**config.mk**
```make
export PLATFORM = sky130hd
export DESIGN_NAME = cfgr_router
export DESIGN_NICKNAME = d
export VERILOG_FILES = /design/src/cfgr_pkg.sv /design/src/cfgr_bridge_if.sv /design/src/cfgr_bridge_regs.sv /design/src/cfgr_ptr_reg.sv /design/src/cfgr_router.sv
export SDC_FILE = /design/constraint.sdc
export NUM_CORES = 1
export LEC_CHECK = 0
export ABC_AREA = 1
export BUFFER_PORTS_ARGS = -buffer_cell sky130_fd_sc_hd__buf_2
export CAP_MARGIN = 20
export CORE_ASPECT_RATIO = 0.6
export CORE_MARGIN = 2
export CORE_UTILIZATION = 55
export DETAILED_ROUTE_END_ITERATION = 8
export PLACE_DENSITY = 0.83
export SYNTH_ARGS = -nofsm -noshare
export SYNTH_HDL_FRONTEND = slang
export SYNTH_SLANG_ARGS = --single-unit
```
**constraint.sdc**
```tcl
create_clock -name clk -period 4.2 [get_ports clk]
set_input_delay 0.42 -clock clk [delete_from_list [all_inputs] [get_ports clk]]
set_output_delay 0.42 -clock clk [all_outputs]
set_load 0.02 [all_outputs]
```
**src/cfgr_pkg.sv**
```systemverilog
package cfgr_pkg;

    // I/O ports of the pointer and the data window
    localparam logic [15:0] PTR_PORT        = 16'h0CF8;
    localparam logic [15:0] WIN_PORT        = 16'h0CFC;
    localparam logic [3:0]  BE_DWORD        = 4'hF;

    // Pointer layout and reset value
    localparam logic [31:0] PTR_RESET       = 32'h0000_0000;
    localparam logic [31:0] PTR_WMASK       = 32'h80FF_FFFC;
    localparam int          PTR_EN_BIT      = 31;
    localparam int          BUS_LSB         = 16;
    localparam int          DEV_LSB         = 11;
    localparam int          FN_LSB          = 8;
    localparam int          REG_LSB         = 2;

    // Internal configuration space
    localparam logic [5:0]  IDX_ID          = 6'h00;
    localparam logic [5:0]  IDX_BUS         = 6'h06;
    localparam logic [4:0]  HOST_DEV        = 5'h00;
    localparam logic [4:0]  BRIDGE_DEV_BASE = 5'h02;
    localparam logic [2:0]  FN_ZERO         = 3'h0;
    localparam logic [7:0]  UP_BUS_INDEX    = 8'h00;
    localparam logic [7:0]  BUS_ZERO        = 8'h00;
    localparam logic [31:0] ALL_ONES        = 32'hFFFF_FFFF;
    localparam logic [31:0] ZERO_WORD       = 32'h0000_0000;

    // Kind of cycle sent over the legacy hub link
    typedef enum logic [1:0] {
        KIND_IO   = 2'b00,
        KIND_CFG0 = 2'b01,
        KIND_CFG1 = 2'b10
    } cfgr_kind_e;

    // Request sequencer states
    typedef enum logic [1:0] {
        ST_IDLE = 2'b00,
        ST_HUB  = 2'b01,
        ST_DS   = 2'b10
    } cfgr_state_e;

endpackage

```
**src/cfgr_bridge_if.sv**
```systemverilog
`timescale 1ns/1ps
// Bus index registers and range decode of one virtual bridge
interface cfgr_bridge_if;
    logic       wr_sec;
    logic       wr_sub;
    logic [15:0] wdata;
    logic [7:0] bus;
    logic [7:0] sec;
    logic [7:0] sub;
    logic       hit_t0;
    logic       hit_t1;

    modport regs (
        input  wr_sec,
        input  wr_sub,
        input  wdata,
        input  bus,
        output sec,
        output sub,
        output hit_t0,
        output hit_t1
    );

    modport core (
        output wr_sec,
        output wr_sub,
        output wdata,
        output bus,
        input  sec,
        input  sub,
        input  hit_t0,
        input  hit_t1
    );
endinterface

```
**src/cfgr_bridge_regs.sv**
```systemverilog
`timescale 1ns/1ps
module cfgr_bridge_regs (
    // Clock, reset, enable
    input wire logic clk,
    input wire logic nrst,
    input wire logic ce,
    // Register and decode link to the core
    cfgr_bridge_if.regs bif
);
    logic [7:0] sec_reg;
    logic [7:0] sub_reg;

    // Secondary and subordinate bus index storage
    always_ff @(posedge clk) begin
        if (!nrst) begin
            sec_reg <= 8'h00;
            sub_reg <= 8'h00;
        end else if (ce) begin
            if (bif.wr_sec) begin
                sec_reg <= bif.wdata[7:0];
            end
            if (bif.wr_sub) begin
                sub_reg <= bif.wdata[15:8];
            end
        end
    end

    // Range decode of the pointed bus
    assign bif.sec    = sec_reg;
    assign bif.sub    = sub_reg;
    assign bif.hit_t0 = (bif.bus != cfgr_pkg::BUS_ZERO) && (bif.bus == sec_reg);
    assign bif.hit_t1 = (bif.bus != cfgr_pkg::BUS_ZERO) && (bif.bus > sec_reg)
                        && (bif.bus <= sub_reg);
endmodule

```
**src/cfgr_ptr_reg.sv**
```systemverilog
`timescale 1ns/1ps
module cfgr_ptr_reg (
    // Clock, reset, enable
    input  wire logic        clk,
    input  wire logic        nrst,
    input  wire logic        ce,
    // Write port
    input  wire logic        wr,
    input  wire logic [31:0] wdata,
    // Stored pointer
    output logic [31:0]      ptr
);
    logic [31:0] ptr_reg;

    // Pointer storage with fixed-zero bits masked off
    always_ff @(posedge clk) begin
        if (!nrst) begin
            ptr_reg <= cfgr_pkg::PTR_RESET;
        end else if (ce && wr) begin
            ptr_reg <= wdata & cfgr_pkg::PTR_WMASK;
        end
    end

    assign ptr = ptr_reg;
endmodule

```
**src/cfgr_router.sv**
```systemverilog
`timescale 1ns/1ps
module cfgr_router #(
    parameter int          NB        = 2,
    parameter logic [15:0] VENDOR_ID = 16'h1A2B, // Arbitrary value
    parameter logic [15:0] DEVICE_ID = 16'h0C01  // Arbitrary value
) (
    // Clock, reset, enable
    input  wire logic             clk,
    input  wire logic             nrst,
    input  wire logic             ce,
    // Processor I/O cycles
    input  wire logic             io_req,
    input  wire logic             io_write,
    input  wire logic [15:0]      io_addr,
    input  wire logic [3:0]       io_be,
    input  wire logic [31:0]      io_wdata,
    output logic                  io_ack,
    output logic [31:0]           io_rdata,
    // Internal device enables, bit 0 host device, bit i+1 bridge i
    input  wire logic [NB:0]      int_dev_en,
    // Legacy hub link
    output logic                  hub_req,
    output logic [1:0]            hub_kind,
    output logic                  hub_write,
    output logic [31:0]           hub_addr,
    output logic [3:0]            hub_be,
    output logic [31:0]           hub_wdata,
    input  wire logic             hub_ack,
    input  wire logic [31:0]      hub_rdata,
    // Downstream links of the virtual bridges
    output logic [NB-1:0]         ds_req,
    output logic                  ds_type1,
    output logic                  ds_write,
    output logic [31:0]           ds_addr,
    output logic [3:0]            ds_be,
    output logic [31:0]           ds_wdata,
    input  wire logic [NB-1:0]    ds_ack,
    input  wire logic [NB*32-1:0] ds_rdata
);
    localparam int SELW = (NB > 1) ? $clog2(NB) : 1;

    cfgr_pkg::cfgr_state_e state_reg;
    cfgr_pkg::cfgr_state_e state_next;
    logic                  io_ack_reg;
    logic [31:0]           io_rdata_reg;
    logic                  hub_req_reg;
    logic [1:0]            hub_kind_reg;
    logic                  hub_write_reg;
    logic [31:0]           hub_addr_reg;
    logic [3:0]            hub_be_reg;
    logic [31:0]           hub_wdata_reg;
    logic [NB-1:0]         ds_req_reg;
    logic                  ds_type1_reg;
    logic                  ds_write_reg;
    logic [31:0]           ds_addr_reg;
    logic [3:0]            ds_be_reg;
    logic [31:0]           ds_wdata_reg;
    logic [SELW-1:0]       ds_sel_reg;

    logic [31:0]           ptr;
    logic [NB-1:0]         t0_hit;
    logic [NB-1:0]         t1_hit;
    logic [NB-1:0]         br_slot;
    logic [7:0]            sec_v [NB];
    logic [7:0]            sub_v [NB];
    logic [SELW-1:0]       sel_idx;
    logic                  sel_t1;
    logic [7:0]            sel_sec;
    logic [7:0]            sel_sub;

    // Request decode
    wire        take       = ce && io_req && (state_reg == cfgr_pkg::ST_IDLE);
    wire        at_ptr     = io_addr[15:2] == cfgr_pkg::PTR_PORT[15:2];
    wire        ptr_dword  = at_ptr && (io_be == cfgr_pkg::BE_DWORD);
    wire        at_win     = io_addr[15:2] == cfgr_pkg::WIN_PORT[15:2];
    wire        cfg_go     = at_win && ptr[cfgr_pkg::PTR_EN_BIT];
    wire [7:0]  ptr_bus    = ptr[cfgr_pkg::BUS_LSB +: 8];
    wire [4:0]  ptr_dev    = ptr[cfgr_pkg::DEV_LSB +: 5];
    wire [2:0]  ptr_fn     = ptr[cfgr_pkg::FN_LSB +: 3];
    wire [5:0]  ptr_regn   = ptr[cfgr_pkg::REG_LSB +: 6];
    wire [31:0] cfg_addr   = {8'h00, ptr[23:2], 2'b00};
    wire        bus0       = ptr_bus == cfgr_pkg::BUS_ZERO;
    wire        host_slot  = ptr_dev == cfgr_pkg::HOST_DEV;
    wire [NB:0] slot_vec   = {br_slot, host_slot};
    wire        is_int     = |slot_vec;
    wire        int_on     = |(slot_vec & int_dev_en);
    wire        fn0        = ptr_fn == cfgr_pkg::FN_ZERO;
    wire        go_local   = cfg_go && bus0 && is_int && int_on && fn0;
    wire        go_abort   = cfg_go && bus0 && is_int && !int_on;
    wire        go_hub0    = cfg_go && bus0 && !(is_int && int_on && fn0) && !go_abort;
    wire        any_hit    = |(t0_hit | t1_hit);
    wire        go_ds      = cfg_go && !bus0 && any_hit;
    wire        go_hub1    = cfg_go && !bus0 && !any_hit;
    wire        go_hub_io  = !ptr_dword && !cfg_go;
    wire        bus_reg_hit = ptr_regn == cfgr_pkg::IDX_BUS;
    wire        br_local_wr = take && go_local && io_write && !host_slot && bus_reg_hit;

    // Pointer register
    cfgr_ptr_reg u_ptr (
        .clk   (clk),
        .nrst  (nrst),
        .ce    (ce),
        .wr    (take && ptr_dword && io_write),
        .wdata (io_wdata),
        .ptr   (ptr)
    );

    // Virtual bridges and their bus ranges
    cfgr_bridge_if br_if [NB] ();
    genvar g;
    generate
        for (g = 0; g < NB; g++) begin : g_br
            assign br_slot[g]       = ptr_dev == 5'(cfgr_pkg::BRIDGE_DEV_BASE + g);
            assign br_if[g].bus     = ptr_bus;
            assign br_if[g].wdata   = io_wdata[23:8];
            assign br_if[g].wr_sec  = br_local_wr && br_slot[g] && io_be[1];
            assign br_if[g].wr_sub  = br_local_wr && br_slot[g] && io_be[2];
            assign t0_hit[g]        = br_if[g].hit_t0;
            assign t1_hit[g]        = br_if[g].hit_t1;
            assign sec_v[g]         = br_if[g].sec;
            assign sub_v[g]         = br_if[g].sub;
            cfgr_bridge_regs u_br (
                .clk  (clk),
                .nrst (nrst),
                .ce   (ce),
                .bif  (br_if[g].regs)
            );
        end
    endgenerate

    // Lowest-numbered claiming bridge wins; also selects local bus registers
    always_comb begin
        sel_idx = '0;
        sel_t1  = 1'b0;
        sel_sec = 8'h00;
        sel_sub = 8'h00;
        for (int i = NB - 1; i >= 0; i--) begin
            if (t0_hit[i] || t1_hit[i]) begin
                sel_idx = SELW'(i);
                sel_t1  = t1_hit[i];
            end
            if (br_slot[i]) begin
                sel_sec = sec_v[i];
                sel_sub = sub_v[i];
            end
        end
    end

    // Local read data, upstream bus index fixed at zero
    wire [31:0] id_word    = {DEVICE_ID, VENDOR_ID};
    wire [31:0] bus_word   = {8'h00, sel_sub, sel_sec, cfgr_pkg::UP_BUS_INDEX};
    wire [31:0] local_rd   = (ptr_regn == cfgr_pkg::IDX_ID) ? id_word :
                             (bus_reg_hit && !host_slot) ? bus_word : cfgr_pkg::ZERO_WORD;
    wire [31:0] ds_rd_sel  = ds_rdata[ds_sel_reg*32 +: 32];
    wire        hub_done   = (state_reg == cfgr_pkg::ST_HUB) && hub_ack;
    wire        ds_done    = (state_reg == cfgr_pkg::ST_DS) && ds_ack[ds_sel_reg];

    // Next state
    always_comb begin
        state_next = state_reg;
        unique case (state_reg)
            cfgr_pkg::ST_IDLE: begin
                if (take && (go_hub0 || go_hub1 || go_hub_io)) begin
                    state_next = cfgr_pkg::ST_HUB;
                end else if (take && go_ds) begin
                    state_next = cfgr_pkg::ST_DS;
                end
            end
            cfgr_pkg::ST_HUB: begin
                if (hub_ack) begin
                    state_next = cfgr_pkg::ST_IDLE;
                end
            end
            cfgr_pkg::ST_DS: begin
                if (ds_ack[ds_sel_reg]) begin
                    state_next = cfgr_pkg::ST_IDLE;
                end
            end
            default: begin
                state_next = cfgr_pkg::ST_IDLE;
            end
        endcase
    end

    // State and answer to the processor
    always_ff @(posedge clk) begin
        if (!nrst) begin
            state_reg    <= cfgr_pkg::ST_IDLE;
            io_ack_reg   <= 1'b0;
            io_rdata_reg <= 32'h0000_0000;
        end else if (ce) begin
            state_reg  <= state_next;
            io_ack_reg <= (take && (ptr_dword || go_local || go_abort)) || hub_done || ds_done;
            if (take && ptr_dword) begin
                io_rdata_reg <= ptr;
            end else if (take && go_local) begin
                io_rdata_reg <= local_rd;
            end else if (take && go_abort) begin
                io_rdata_reg <= cfgr_pkg::ALL_ONES;
            end else if (hub_done) begin
                io_rdata_reg <= hub_rdata;
            end else if (ds_done) begin
                io_rdata_reg <= ds_rd_sel;
            end
        end
    end

    // Legacy hub link request
    always_ff @(posedge clk) begin
        if (!nrst) begin
            hub_req_reg   <= 1'b0;
            hub_kind_reg  <= cfgr_pkg::KIND_IO;
            hub_write_reg <= 1'b0;
            hub_addr_reg  <= 32'h0000_0000;
            hub_be_reg    <= 4'h0;
            hub_wdata_reg <= 32'h0000_0000;
        end else if (ce) begin
            if (state_next == cfgr_pkg::ST_HUB && state_reg == cfgr_pkg::ST_IDLE) begin
                hub_req_reg   <= 1'b1;
                hub_write_reg <= io_write;
                hub_be_reg    <= io_be;
                hub_wdata_reg <= io_wdata;
                if (go_hub_io) begin
                    hub_kind_reg <= cfgr_pkg::KIND_IO;
                    hub_addr_reg <= {16'h0000, io_addr[15:2], 2'b00};
                end else begin
                    hub_kind_reg <= go_hub1 ? cfgr_pkg::KIND_CFG1 : cfgr_pkg::KIND_CFG0;
                    hub_addr_reg <= cfg_addr;
                end
            end else if (hub_done) begin
                hub_req_reg <= 1'b0;
            end
        end
    end

    // Downstream link request
    always_ff @(posedge clk) begin
        if (!nrst) begin
            ds_req_reg   <= '0;
            ds_type1_reg <= 1'b0;
            ds_write_reg <= 1'b0;
            ds_addr_reg  <= 32'h0000_0000;
            ds_be_reg    <= 4'h0;
            ds_wdata_reg <= 32'h0000_0000;
            ds_sel_reg   <= '0;
        end else if (ce) begin
            if (state_next == cfgr_pkg::ST_DS && state_reg == cfgr_pkg::ST_IDLE) begin
                ds_req_reg          <= '0;
                ds_req_reg[sel_idx] <= 1'b1;
                ds_type1_reg        <= sel_t1;
                ds_write_reg        <= io_write;
                ds_addr_reg         <= cfg_addr;
                ds_be_reg           <= io_be;
                ds_wdata_reg        <= io_wdata;
                ds_sel_reg          <= sel_idx;
            end else if (ds_done) begin
                ds_req_reg <= '0;
            end
        end
    end

    assign io_ack    = io_ack_reg;
    assign io_rdata  = io_rdata_reg;
    assign hub_req   = hub_req_reg;
    assign hub_kind  = hub_kind_reg;
    assign hub_write = hub_write_reg;
    assign hub_addr  = hub_addr_reg;
    assign hub_be    = hub_be_reg;
    assign hub_wdata = hub_wdata_reg;
    assign ds_req    = ds_req_reg;
    assign ds_type1  = ds_type1_reg;
    assign ds_write  = ds_write_reg;
    assign ds_addr   = ds_addr_reg;
    assign ds_be     = ds_be_reg;
    assign ds_wdata  = ds_wdata_reg;
endmodule

```
==> run metrics <==
status=complete, no violations; most instantiated cells after synthesis=nand2_1, nor2_1, o21ai_0, dfxtp_1, a21oi_1; LEAKAGE=around 6.1 nW; Max Cap Viol=0; worst slew pin tran=~930 ps; row cnt=38; Die Wd=between 150 and 200 um; Gate Count Post-Synth=roughly 1,400; initial antenna violation count=0; Sink Count=around 220; Req. time, crit path=about 4600 ps; DRT Wirelength=about 35 mm; IO buf count=between 300 and 400; Post-synth EDFFs=0; latest clock arrival within the worst-skew pair=slightly above 500 ps; Layout area overhead=21.8%; Crit. End Element=flip-flop; wire per inst=about 18 um; Pwr Total=4.60 mW; top post-synthesis cells by area=dfxtp_1, o21ai_0, nand2_1; Overflow after GRT=0; DRT Pass-1 Iters=6; worst hold path class=input pin to flip-flop; clk slew on worst S/H paths=70 ps; number of post-CTS setup repair buffers=0; hold buffers post-CTS=0; nets@finish=between 1,500 and 2,000; CTS Buffer Depth=3; setup TNS=0 ps; final worst-path cycle share=about 76%; number of CTS-inserted buffers=21; Slew HR=between 30% and 40%; Post-synth ARST share=0%; Max Fclk=roughly 0.31 GHz; VDD IR max=slightly above 300 uV; H-tree levels=1; clk_skew=~18 ps; CP startpoint kind=flip-flop; Yosys reg bits=around 220; final setup vio count=0; total number of vias=approximately 11,000; CP max FO=33; Post-Syn Area=10,400 sq um; cell taking the most area after synthesis=dfxtp_1; die span in y=roughly 110 um; GRT Total Usage=34.0%; Post-CTS Resized=0; largest net degree at the start of global routing=90; Final Max Slew Viols=0; Placer Congestion=around 0.96; Post-DP HPWL=25.7 mm; via-per-instance ratio=~5.5; CTS tree=done; final hold vios=0; mean area per synthesized cell=a little over 7 sq um; yosys warns=0; first-pass GRT wire length=roughly 53 mm; synth unique cells=43; top cell type's share of synthesized area=between 40% and 50%; Crit path arrival time=3610 ps; layout cells sized above 1=around a quarter; PwrDens=around 360 nW/um^2; vias in the first global route=roughly 10,000; core area=~18,000 sq um; clk root buf=clkbuf_16; crit path kind=flip-flop to flip-flop; RSZ-0062 raised after global routing=false; # IOs=roughly 340; Tmin final=3180 ps; top-count cell post-synth=nand2_1; initial core utilization=a little under three fifths; Main synth FF type=dfxtp_1; drt drc=0; sequential-to-total area share from yosys stat=around 42%; Detailed Route Iter0 Violations=approximately 1,200; DIE AREA=approximately 20,000 sq um; Routed Antenna Nets=0
==> worst max-delay path, cell delays in order (launching register included) <==
cell and delay [ps]:
dfxtp_1 690, ha_1 370, nand2_1 80, nand2_1 50, nand2_1 50, nand2_1 70
nand2_1 70, a21oi_1 80, a21oi_2 290, nand3_1 110, nand3_1 100, nand2_2 60
inv_2 510, buf_4 370, nor2_1 60, nor2_1 110
==> kinds of logic after synthesis <==
kind of cell               Yosys count  share of synthesized area [%]
other                                1                         0.0362
and+or+nand+nor                    549                           21.9
muxes                               22                           2.39
DFF                                215                           41.6
buffers and inverters              222                           9.60
adders and majority gates           32                           3.87
AOI/OAI and AO/OA                  402                           20.7
==> cell type report <==
cell class                 count  area [sq um]
inverter                     120           452
fill                        1626          5650
clock buffer                  25           571
antenna                        1          2.50
clock inverter                13           163
timing repair buffer         328          1680
tap                          240           300
multi-input combinational   1025          5140
sequential                   215          4300
==> layout by cell type, fill, tap and decap left out, types with 2 or more instances in the layout <==
| cell type | synthesis | layout |
|---|---|---|
| nor2_2 | 8 | 8 |
| a21oi_1 | 128 | 128 |
| clkinv_2 | 1 | 7 |
| o21ai_1 | 3 | 3 |
| o22ai_1 | 11 | 11 |
| nand3_2 | 2 | 3 |
| buf_4 | 21 | 16 |
| nand4_1 | 7 | 7 |
| inv_1 | 113 | 113 |
| nand2_1 | 234 | 233 |
| nor4_1 | 4 | 4 |
| nand2_2 | 5 | 6 |
| nand3_1 | 37 | 36 |
| buf_2 | 17 | 312 |
| nor2_4 | 2 | 2 |
| nor3_1 | 13 | 13 |
| a21o_1 | 4 | 4 |
| a211oi_1 | 22 | 22 |
| a31o_2 | 6 | 6 |
| clkbuf_16 | 0 | 21 |
| inv_6 | 0 | 3 |
| o21ai_0 | 221 | 221 |
| ha_1 | 32 | 32 |
| mux2_2 | 22 | 22 |
| bufinv_16 | 0 | 3 |
| inv_2 | 5 | 5 |
| dfxtp_1 | 215 | 215 |
| clkbuf_8 | 0 | 3 |
| nor2_1 | 231 | 231 |
| conb_1 | 1 | 20 |
==> metal layers <==
| layer | routed length (um) | vias up | track usage (%) |
|---|---|---|---|
| met3 | 3510 | 60 | 7.72 |
| met4 | 708 | 0 | 8.54 |
| met5 | 0 | - | 0 |
| li1 | - | 5276 | - |
| met1 | 15300 | 5047 | 47.0 |
| met2 | 15500 | 509 | 54.5 |
==> worst paths after layout <==
path	start	cells after the start	to	slack (ps)
worst max-delay path	u_ptr.ptr[17]$_SDFFE_PN0P_	15	hub_wdata[21]$_SDFFE_PN0P_	1020
worst min-delay path	io_addr[6]	3	hub_addr[6]$_SDFFE_PN0P_	180
worst max register to register	u_ptr.ptr[17]$_SDFFE_PN0P_	15	hub_wdata[21]$_SDFFE_PN0P_	1020
worst min register to register	io_rdata[27]$_SDFFE_PN0P_	2	io_rdata[27]$_SDFFE_PN0P_	460
==> through the flow <==
stage                     hold WS (ps)  util (%)  cell area, sq um  cells  worst slack (ps)
after floorplan                    451         -             10400   1462              2100
after global placement             450      65.0             11900   1928              1170
after detailed placement           454      65.0             11900   1928              1090
after CTS                          163      69.1             12600   1966              1080
after global routing               184      69.1             12600   1966               800
final                              178      69.1             12600   1967              1020
==> where the power goes <==
| part | internal (mW) | leakage [nW] | switching [mW] |
|---|---|---|---|
| clock network | 1.17 | 0.368 | 0.829 |
| logic | 0.167 | 4.01 | 0.307 |
| registers | 2.09 | 1.74 | 0.0268 |
| total | 3.43 | 6.12 | 1.16 |
(Power assumes the default switching activity.)
